`src/core/eebr_defines.vh`:
```
// Purpose: constants for the two-wire memory slave bus front end
// Assumes: plain Verilog-2005, included by bare name
// Notes:   control bytes are seven address bits and one direction bit
`ifndef EEBR_DEFINES_VH
`define EEBR_DEFINES_VH

`define EEBR_BITS_PER_BYTE    4'h8
`define EEBR_ACK_BIT_NUM      4'h8
`define EEBR_DEV_CODE_HI      7'h50
`define EEBR_DEV_CODE_MASK    7'h78
`define EEBR_WRITE_TIME_NS    5000000
`define EEBR_CLK_NS           10
`define EEBR_WRITE_CYCLES     ((`EEBR_WRITE_TIME_NS + `EEBR_CLK_NS - 1) / `EEBR_CLK_NS)

`endif

```
`src/core/eebr_slave.v`:
```
// Purpose: two-wire memory slave protocol engine with bus-reset recovery
// Assumes: clk_sys 100 MHz, bus clock well below clk_sys/8
// Notes:   memory array is outside; this block reports writes to it
`timescale 1ns/100ps
`default_nettype none
`include "eebr_defines.vh"
module eebr_slave
#(
    parameter         WRITE_CYCLES = `EEBR_WRITE_CYCLES,
    parameter [2:0]   CHIP_SEL     = 3'h0
)
(
    input  wire       clk_sys,
    input  wire       rst_n,
    input  wire       sclIn,
    input  wire       sdaIn,
    output reg        sdaOe_n,
    output reg        sdaOut,
    output reg        standby,
    output reg        writeBusy,
    output reg        wrCommit,
    output reg [15:0] wrAddr,
    output reg [7:0]  wrData,
    output reg        wrValid,
    output reg        rdReq,
    input  wire [7:0] rdData
);
    // ------------------------------------------------------------
    // states
    // ------------------------------------------------------------
    localparam [5:0] ST_IDLE = 6'h01;
    localparam [5:0] ST_CTRL = 6'h02;
    localparam [5:0] ST_ADDR = 6'h04;
    localparam [5:0] ST_WDAT = 6'h08;
    localparam [5:0] ST_RDAT = 6'h10;
    localparam [5:0] ST_IGN  = 6'h20;

    wire              sclS;
    wire              sclRise;
    wire              sclFall;
    wire              sdaS;
    wire              sdaRise;
    wire              sdaFall;

    reg  [5:0]        state_ff;
    reg  [3:0]        bitCnt_ff;
    reg  [7:0]        shift_ff;
    reg               addrHi_ff;
    reg               ackPh_ff;
    reg               pend_ff;
    reg               drive_ff;
    reg  [31:0]       wcCnt_ff;

    eebr_line_sync u_sclSync
    (
        .clk_sys  (clk_sys),
        .rst_n    (rst_n),
        .lineIn   (sclIn),
        .lineSync (sclS),
        .lineRise (sclRise),
        .lineFall (sclFall)
    );

    eebr_line_sync u_sdaSync
    (
        .clk_sys  (clk_sys),
        .rst_n    (rst_n),
        .lineIn   (sdaIn),
        .lineSync (sdaS),
        .lineRise (sdaRise),
        .lineFall (sdaFall)
    );

    // ------------------------------------------------------------
    // bus conditions
    // ------------------------------------------------------------
    // data edges with clock high; while we hold data low none can occur
    wire startCond = sdaFall & sclS & ~drive_ff;
    wire stopCond  = sdaRise & sclS;
    localparam [6:0] DEV_CODE = `EEBR_DEV_CODE_HI;
    // upper four code bits, then the strapped chip address
    wire [6:0] devMatch = {DEV_CODE[6:3], CHIP_SEL};
    wire [7:0] rxByte  = {shift_ff[6:0], sdaS};

    // ------------------------------------------------------------
    // protocol engine
    // ------------------------------------------------------------
    always @(posedge clk_sys)
    begin
        if (!rst_n)
        begin
            state_ff  <= ST_IDLE;
            bitCnt_ff <= 4'h0;
            shift_ff  <= 8'h00;
            addrHi_ff <= 1'b0;
            ackPh_ff  <= 1'b0;
            pend_ff   <= 1'b0;
            drive_ff  <= 1'b0;
            sdaOe_n   <= 1'b1;
            sdaOut    <= 1'b1;
            standby   <= 1'b1;
            writeBusy <= 1'b0;
            wrCommit  <= 1'b0;
            wrAddr    <= 16'h0000;
            wrData    <= 8'h00;
            wrValid   <= 1'b0;
            rdReq     <= 1'b0;
            wcCnt_ff  <= 32'h0;
        end
        else
        begin
            wrValid  <= 1'b0;
            wrCommit <= 1'b0;
            rdReq    <= 1'b0;
            // internal write timer; bus ignored while it runs
            if (writeBusy)
            begin
                if (wcCnt_ff == 32'h1)
                    writeBusy <= 1'b0;
                wcCnt_ff <= wcCnt_ff - 32'h1;
            end
            if (startCond)
            begin
                // abort anything, drop pending write data
                state_ff  <= writeBusy ? ST_IGN : ST_CTRL;
                pend_ff   <= 1'b0;
                bitCnt_ff <= 4'h0;
                ackPh_ff  <= 1'b0;
                standby   <= 1'b0;
                drive_ff  <= 1'b0;
                sdaOe_n   <= 1'b1;
            end
            else if (stopCond)
            begin
                state_ff <= ST_IDLE;
                standby  <= 1'b1;
                drive_ff <= 1'b0;
                sdaOe_n  <= 1'b1;
                if (pend_ff)
                begin
                    wrCommit  <= 1'b1;
                    writeBusy <= 1'b1;
                    wcCnt_ff  <= WRITE_CYCLES;
                    pend_ff   <= 1'b0;
                end
            end
            else if (sclRise && state_ff != ST_IDLE && state_ff != ST_IGN)
            begin
                if (ackPh_ff)
                begin
                    // master's acknowledge slot after our byte
                    if (state_ff == ST_RDAT && sdaS)
                        state_ff <= ST_IGN;
                end
                else
                begin
                    shift_ff  <= rxByte;
                    bitCnt_ff <= bitCnt_ff + 4'h1;
                end
            end
            else if (sclFall && state_ff != ST_IDLE && state_ff != ST_IGN)
            begin
                if (ackPh_ff)
                begin
                    // end of ack slot: release, maybe present data
                    ackPh_ff  <= 1'b0;
                    bitCnt_ff <= 4'h0;
                    drive_ff  <= 1'b0;
                    sdaOe_n   <= 1'b1;
                    if (state_ff == ST_RDAT)
                    begin
                        shift_ff <= rdData;
                        drive_ff <= ~rdData[7];
                        sdaOe_n  <= rdData[7];
                        wrAddr   <= wrAddr + 16'h1;
                    end
                end
                else if (state_ff == ST_RDAT && bitCnt_ff != `EEBR_BITS_PER_BYTE)
                begin
                    // the rise already moved the next bit up, so a
                    // second shift here would skip bits
                    drive_ff <= ~shift_ff[7];
                    sdaOe_n  <= shift_ff[7];
                end
                else if (bitCnt_ff == `EEBR_BITS_PER_BYTE)
                begin
                    ackPh_ff <= 1'b1;
                    drive_ff <= 1'b0;
                    sdaOe_n  <= 1'b1;
                    case (state_ff)
                    ST_CTRL:
                    begin
                        if (shift_ff[7:1] == devMatch)
                        begin
                            drive_ff <= 1'b1;
                            sdaOe_n  <= 1'b0;
                            sdaOut   <= 1'b0;
                            state_ff <= shift_ff[0] ? ST_RDAT : ST_ADDR;
                            addrHi_ff <= 1'b1;
                            if (shift_ff[0])
                                rdReq <= 1'b1;
                        end
                        else
                            state_ff <= ST_IGN;
                    end
                    ST_ADDR:
                    begin
                        drive_ff  <= 1'b1;
                        sdaOe_n   <= 1'b0;
                        sdaOut    <= 1'b0;
                        addrHi_ff <= 1'b0;
                        if (addrHi_ff)
                            wrAddr[15:8] <= shift_ff;
                        else
                        begin
                            wrAddr[7:0] <= shift_ff;
                            state_ff    <= ST_WDAT;
                        end
                    end
                    ST_WDAT:
                    begin
                        // byte buffered, committed only on a later stop
                        drive_ff <= 1'b1;
                        sdaOe_n  <= 1'b0;
                        sdaOut   <= 1'b0;
                        wrData   <= shift_ff;
                        wrValid  <= 1'b1;
                        pend_ff  <= 1'b1;
                    end
                    ST_RDAT:
                    begin
                        rdReq <= 1'b1;
                        ackPh_ff <= 1'b1;
                    end
                    default:
                        state_ff <= ST_IGN;
                    endcase
                end
            end
        end
    end
endmodule
`default_nettype wire

```
`src/core/eebr_line_sync.v`:
```
// Purpose: two-stage synchroniser with edge detection behind stage two
// Assumes: single clk_sys domain, synchronous active-low reset
// Notes:   stage one is read by stage two only
`timescale 1ns/100ps
`default_nettype none
module eebr_line_sync
(
    input  wire       clk_sys,
    input  wire       rst_n,
    input  wire       lineIn,
    output reg        lineSync,
    output reg        lineRise,
    output reg        lineFall
);
    reg               meta_ff;
    reg               stage_ff;

    // ------------------------------------------------------------
    // synchroniser
    // ------------------------------------------------------------
    // lines idle high, so reset to one avoids a false fall
    always @(posedge clk_sys)
    begin
        if (!rst_n)
        begin
            meta_ff  <= 1'b1;
            stage_ff <= 1'b1;
            lineSync <= 1'b1;
            lineRise <= 1'b0;
            lineFall <= 1'b0;
        end
        else
        begin
            meta_ff  <= lineIn;
            stage_ff <= meta_ff;
            lineSync <= stage_ff;
            lineRise <= stage_ff & ~lineSync;
            lineFall <= ~stage_ff & lineSync;
        end
    end
endmodule
`default_nettype wire

```
`config.mk`:
```
export PLATFORM = sky130hd
export DESIGN_NAME = eebr_slave
export DESIGN_NICKNAME = d
export VERILOG_FILES = /design/src/core/eebr_slave.v /design/src/core/eebr_line_sync.v
export VERILOG_INCLUDE_DIRS = /design/src /design/src/core
export SDC_FILE = /design/constraint.sdc
export NUM_CORES = 1
export LEC_CHECK = 0
export BUFFER_PORTS_ARGS = -buffer_cell sky130_fd_sc_hd__buf_4
export CORE_MARGIN = 2
export CORE_UTILIZATION = 30
export DETAILED_ROUTE_END_ITERATION = 10
export SLEW_MARGIN = 20
export SYNTH_ARGS = -nofsm -noshare
export SYNTH_HDL_FRONTEND = slang
export SYNTH_SLANG_ARGS = --single-unit
```
`constraint.sdc`:
```
create_clock -name clk_sys -period 3.2 [get_ports clk_sys]
set_input_delay 0.48 -clock clk_sys [delete_from_list [all_inputs] [get_ports clk_sys]]
set_output_delay 0.48 -clock clk_sys [all_outputs]
set_load 0.01 [all_outputs]
```
== After elaboration in Yosys (flattened, before gate mapping) ==
Index checks and enable logic that the tools add are counted.
Word-level totals
  register bits: 95
  output and inout port bits: 31
  word-level logic and storage cells: 174
Operators by class
  $add $sub $neg: 3
  equality and inequality tests: 22
  multiplexer cells: 65
  bitwise operators: 22
  reductions and logical operators: 34
Operators with widths (number)
  $mux 32: 4
  $mux 16: 5
  $mux 6: 12
  $mux 8: 7
  $reduce_and 9->1: 4
  $eq 32x1->1 const B: 1
  $sub 32x1->32 const B: 1
  $mux 1: 26
  $pmux 6 s3: 1
  $reduce_bool 2->1: 9
  $add 16x1->16 const B: 1
  $mux 4: 4
  $reduce_and 8->1: 2
  $not 1->1: 15
  $ne 6x6->1 const B: 2
  $reduce_and 6->1: 2
  $ne 5x5->1 const B: 2
  $pmux 1 s2: 5
  $ne 4x4->1 const B: 2
  $reduce_or 8->1: 1
  $and 1x1->1: 7
  $eq 7x7->1 const B: 1
  $eq 6x2->1 const B: 1
  $eq 6x3->1 const B: 1
  18 further kinds: 30

== Logic depth before layout (Yosys ltp) ==
  depth in word-level cells: 10
  depth in mapped cells: 10

== By module ==
A second synthesis with hierarchy kept.
Unflattened totals
  cell total of the unflattened synthesis: 521
  area total of the unflattened synthesis: 4526.8 µm²
Modules (own cells, without submodules)
  eebr_slave: times used 1, cells an instance 501, area an instance 4254.1 µm²
  eebr_line_sync: times used 2, cells an instance 10, area an instance 136.4 µm²

== Least setup slack after synthesis ==
No wires, ideal clock.
  path kind: register to register
  start: register state_ff[3]
  end: register shift_ff[3]
  data arrival time: 2.643 ns
  setup slack: 0.471 ns
  cell stages (with the launch flop): 11
  period minus slack after synthesis: 2.729 ns
  path through: dfxtp_1 > buf_2 > or4_1 > o21ai_1 > buf_2 > ha_1 > inv_1 > a211oi_1 > buf_2 > nor2_1 > a211oi_1
On the way
  longest elaborated chain between the ends: 5
  elaborated cells between the ends (all ways): 13
Ends and longest elaborated chain
  start, declared: RTL line eebr_slave.v:45  | reg [5:0] state_ff;
  start signal, assigned: RTL line eebr_slave.v:125  | state_ff <= writeBusy ? ST_IGN : ST_CTRL;
  start signal, assigned: RTL line eebr_slave.v:198  | state_ff <= shift_ff[0] ? ST_RDAT : ST_ADDR;
  $ne 6x1->1: RTL line eebr_slave.v:147, eebr_slave.v:161
  $logic_and 1x1->1 (on tied branches) (2 in a row): RTL line eebr_slave.v:147, eebr_slave.v:161
  $ne 2x2->1 (no line) or $reduce_bool 2->1 (tied branches)
  $reduce_and 6->1 (no line)
  end signal, assigned: RTL line eebr_slave.v:157  | shift_ff <= rxByte;
  end signal, assigned: RTL line eebr_slave.v:172  | shift_ff <= rdData;
  end, declared: RTL line eebr_slave.v:47  | reg [7:0] shift_ff;
Several ways; a longest one is shown, not always the timed one.
A chain may end at the register's enable or synchronous reset.

== Final worst setup path ==
  start: register ackPh_ff
  end: register wrAddr[12]
On the way
  longest elaborated chain between the ends: 2
  elaborated cells between the ends (all ways): 7
Ends and longest elaborated chain
  start, declared: RTL line eebr_slave.v:49  | reg ackPh_ff;
  start signal, assigned: RTL line eebr_slave.v:96  | ackPh_ff <= 1'b0;
  start signal, assigned: RTL line eebr_slave.v:128  | ackPh_ff <= 1'b0;
  start signal, assigned: RTL line eebr_slave.v:166  | ackPh_ff <= 1'b0;
  $ne 2x1->1 (no line) (tied with other cells)
  $reduce_and 9->1 (no line)
  end signal, assigned: RTL line eebr_slave.v:175  | wrAddr <= wrAddr + 16'h1;
  end signal, assigned: RTL line eebr_slave.v:213  | wrAddr[15:8] <= shift_ff;
  end, declared: RTL line eebr_slave.v:22  | output reg [15:0] wrAddr,
Several ways; a longest one is shown, not always the timed one.

==> parameters.txt <==
Parameter                              Value

Global route
  Total overflow reported by the global router    0
  Global-route wire length before repair    20,200 um
  Antenna violations before repair    0
  GR Util met1    approximately a fifth
  Total track usage    15.3%
  Met3 usage    4.79%
  Largest net degree at the start of global routing    36
  Peak-usage layer in the global routing report    met2
  Global-route met2 utilization    24.6%
  Vias in the first global route    3,871

Critical path
  Kind of capture point of the worst setup path    flop
  Largest fanout of any net on the critical path    17
  Count of cell instances traversed by the critical path    5
  Crit-path cells    and4bb_2 > nand3_2 > a2111oi_4 > nor2_1 > a2111oi_1
  Setup crit end    wrAddr[12]
  RR Startpoint    ackPh_ff
  Critical Path Source Type    flop
  Endpoint of the worst-slack reg-to-reg timing path    wrAddr[12]
  Kind of critical path    reg -> reg
  Top Family by Delay on Critical Path    compound AO/OA/AOI/OAI gates
  Crit path buffers/inverters    0
  Cell with the largest stage delay on the worst path    sky130_fd_sc_hd__a2111oi_4
  Required time of the critical path    around 3.4 ns
  Crit path arrival time    2.74 ns
  Launch point of the worst path    ackPh_ff
  Number of cells on the worst reg-to-reg path    5
  Highest cell delay on the worst timing path    0.81 ns
  Minimum setup slack among reg-to-reg paths    0.70 ns

Route
  DRC Markers    0
  Iteration-0 DRC count of the detailed router    about 260
  Post-detailed-route wirelength per cell    15.7 um
  Routed wire length    12,500 um
  Remaining antenna violation count    0
  Total vias in the final route    4,107
  DRT Pass-1 Iters    4
  Routed via count divided by cell count    about 5.2

Layout
  Ratio of cells with drive above 1 in the final layout    15.7%
  Number of antenna diodes    0
  Commonest non-fill, non-tap cells in the layout    95 x sky130_fd_sc_hd__dfxtp_1, 69 x sky130_fd_sc_hd__nor2_1, 50 x sky130_fd_sc_hd__buf_4
  Fin area    5560 sq um
  Most common library cell in the layout ignoring fill and taps    sky130_fd_sc_hd__dfxtp_1
  Fill cell instance count of the final layout    about 1,600
  Final #Nets    595
  Fin cells    792
  Synthesis-to-finish area growth    17.6%

Clock network
  Clock-pin slew on the worst setup and hold paths    0.06 ns
  TritonCTS Buffers    9
  Latest clock arrival within the worst-skew pair    0.35 ns
  Clk sinks    95
  # hold bufs at CTS    0
  Setup Fix Bufs, Post-CTS    0
  TritonCTS clock tree    done
  Maximum clock insertion buffer count    2
  # resized after CTS    0
  Maximum level of the CTS H-tree    3
  Clock root cell    sky130_fd_sc_hd__clkbuf_16

Place
  Pre-CTS setup slack    approximately 0.75 ns
  Placed cells    777
  Post-Place Cell Area    5240 sq um
  Placer congestion estimate    0.901
  Input/output buffers    42
  Hpwl dp    about 9000 um

Job
  Maximum Capacitance Violations    0

STA
  Tightest Pin Transition    0.792 ns
  Final Slew Violations    0
  Unrepaired setup endpoints after global routing    no
  Final setup violating endpoints    0
  Tmin final    2.50 ns
  Clock Skews    roughly 0.0064 ns
  Setup_tns    0 ns
  Share of the clock period used by the worst path    between 70% and 80%
  Minimum hold slack    0.310 ns
  Rel. slew slack    46.7%
  Worst path setup slack after routing    between 0.6 and 0.7 ns
  Number of hold violations in the final report    0
  Highest achievable clock rate    approximately 0.4 GHz

Synth
  Count of cell types in the netlist    71
  Synth async-reset ratio    0%
  Most area-hungry cell type in the Yosys netlist    sky130_fd_sc_hd__dfxtp_1
  Area of the mapped netlist    around 4700 sq um
  Synth Register Bits    95
  Yosys warnings    0
  Most used flip-flop cell after synthesis    sky130_fd_sc_hd__dfxtp_1
  Mean cell area of the mapped netlist    8.72 sq um
  Number of flops mapped to enable cells by yosys    0
  Sequential cell area fraction in the yosys report    40.2%
  Gate Count Post-Synth    542
  Syn_nets    560
  Cell types with the largest area share after synthesis    sky130_fd_sc_hd__dfxtp_1 40%, sky130_fd_sc_hd__nor2_1 5.5%, sky130_fd_sc_hd__mux2i_1 3.4%
  Share of Yosys cell area claimed by the top area cell type    40.2%

Die
  Vertical die dimension    130 um
  Ports placed on the boundary    43
  Placeable core area    between 15,000 and 20,000 sq um
  Overall die area    16,800 sq um
  Placement Rows    between 40 and 50
  Die width    130 um
  Initial core utilization    30.9%

Power
  Cell Pwr Density    436 nW/um^2
  IR Drop Worst-Case VDD    between 300 and 400 uV
  Pleak    2.06 nW

Run status
  Status    finished clean

Worst hold path
  Hold Path Class    in -> reg
  Hold path startpoint    sclIn
metrics by stage:
step	utilization (%)	total power, W
floorplan	-	0.00127
global placement	34.2	0.00129
detailed placement	34.2	0.00129
CTS	36.3	0.00245
global route	36.3	0.00251
finish	36.3	0.00242
final cells by class:
cell class              instances  area, sq um  area share, %
well taps                     211          264           4.75
repair buffers                 50          375           6.76
clock buffers                  10          239           4.30
clock inverters                 5         81.3           1.46
flip-flops and latches         95         1900           34.2
inverters                      11         41.3          0.743
multi-input cells             410         2650           47.8
state kept, by name, summed over array words and instances (netlist names), 4 cells and up:
signal and flops:
wrAddr 16, wcCnt_ff 32, state_ff 6, bitCnt_ff 4
wrData 8, shift_ff 8
how the worst min path moves through the flow:
stage               cells after the start                  to
floorplan                               1  u_sclSync.stage_ff
global route                            2   u_sclSync.meta_ff
finish                                  2   u_sclSync.meta_ff
CTS                                     2   u_sclSync.meta_ff
detailed placement                      1  u_sdaSync.stage_ff
global placement                        1  u_sdaSync.stage_ff
per-layer routing:
layer | part of all wire, % | wire length, um | vias to the layer above
met2 | 47 | 5850 | 99
met5 | 0 | 0 | -
li1 | - | - | 2049
met1 | 47 | 5820 | 1946
met3 | 5.1 | 637 | 13
met4 | 1.1 | 140 | 0
cell families after synthesis:
| kind of cell | synth area share [%] |
|---|---|
| buffers and inverters | 3.60 |
| adder cells (fa/ha/maj) | 1.59 |
| XOR/XNOR | 5.19 |
| AO/OA/AOI/OAI | 17.5 |
| AND/OR/NAND/NOR | 28.0 |
| multiplexers | 3.87 |
| flip-flops | 40.2 |
synth_stat cells, types with 4 or more instances:
| master | count |
|---|---|
| sky130_fd_sc_hd__xnor2_1 | 18 |
| sky130_fd_sc_hd__or3_1 | 4 |
| sky130_fd_sc_hd__dfxtp_1 | 95 |
| sky130_fd_sc_hd__nand3_1 | 23 |
| sky130_fd_sc_hd__clkbuf_1 | 17 |
| sky130_fd_sc_hd__or4_1 | 5 |
| sky130_fd_sc_hd__and2_1 | 6 |
| sky130_fd_sc_hd__and3_1 | 5 |
| sky130_fd_sc_hd__and4_1 | 4 |
| sky130_fd_sc_hd__o21ai_0 | 16 |
| sky130_fd_sc_hd__xor2_1 | 10 |
| sky130_fd_sc_hd__a31oi_1 | 5 |
| sky130_fd_sc_hd__nor2_1 | 69 |
| sky130_fd_sc_hd__nand2_1 | 39 |
| sky130_fd_sc_hd__nand4_1 | 11 |
| sky130_fd_sc_hd__a21oi_1 | 30 |
| sky130_fd_sc_hd__buf_2 | 4 |
| sky130_fd_sc_hd__ha_1 | 6 |
| sky130_fd_sc_hd__inv_1 | 10 |
| sky130_fd_sc_hd__a31o_2 | 4 |
| sky130_fd_sc_hd__nor3_1 | 16 |
| sky130_fd_sc_hd__nand2b_1 | 10 |
| sky130_fd_sc_hd__nor2b_1 | 10 |
| sky130_fd_sc_hd__a311oi_1 | 4 |
| sky130_fd_sc_hd__nor3b_1 | 5 |
| sky130_fd_sc_hd__a211oi_1 | 17 |
| sky130_fd_sc_hd__nor4_1 | 12 |
| sky130_fd_sc_hd__mux2i_1 | 16 |
power breakdown:
group           total, W  internal [W]  switching, W
registers        0.00119       0.00119    0.00000688
clock network    0.00116      0.000703      0.000453
logic          0.0000699     0.0000245     0.0000454
Note: power is estimated with default switching activity, not from simulation.
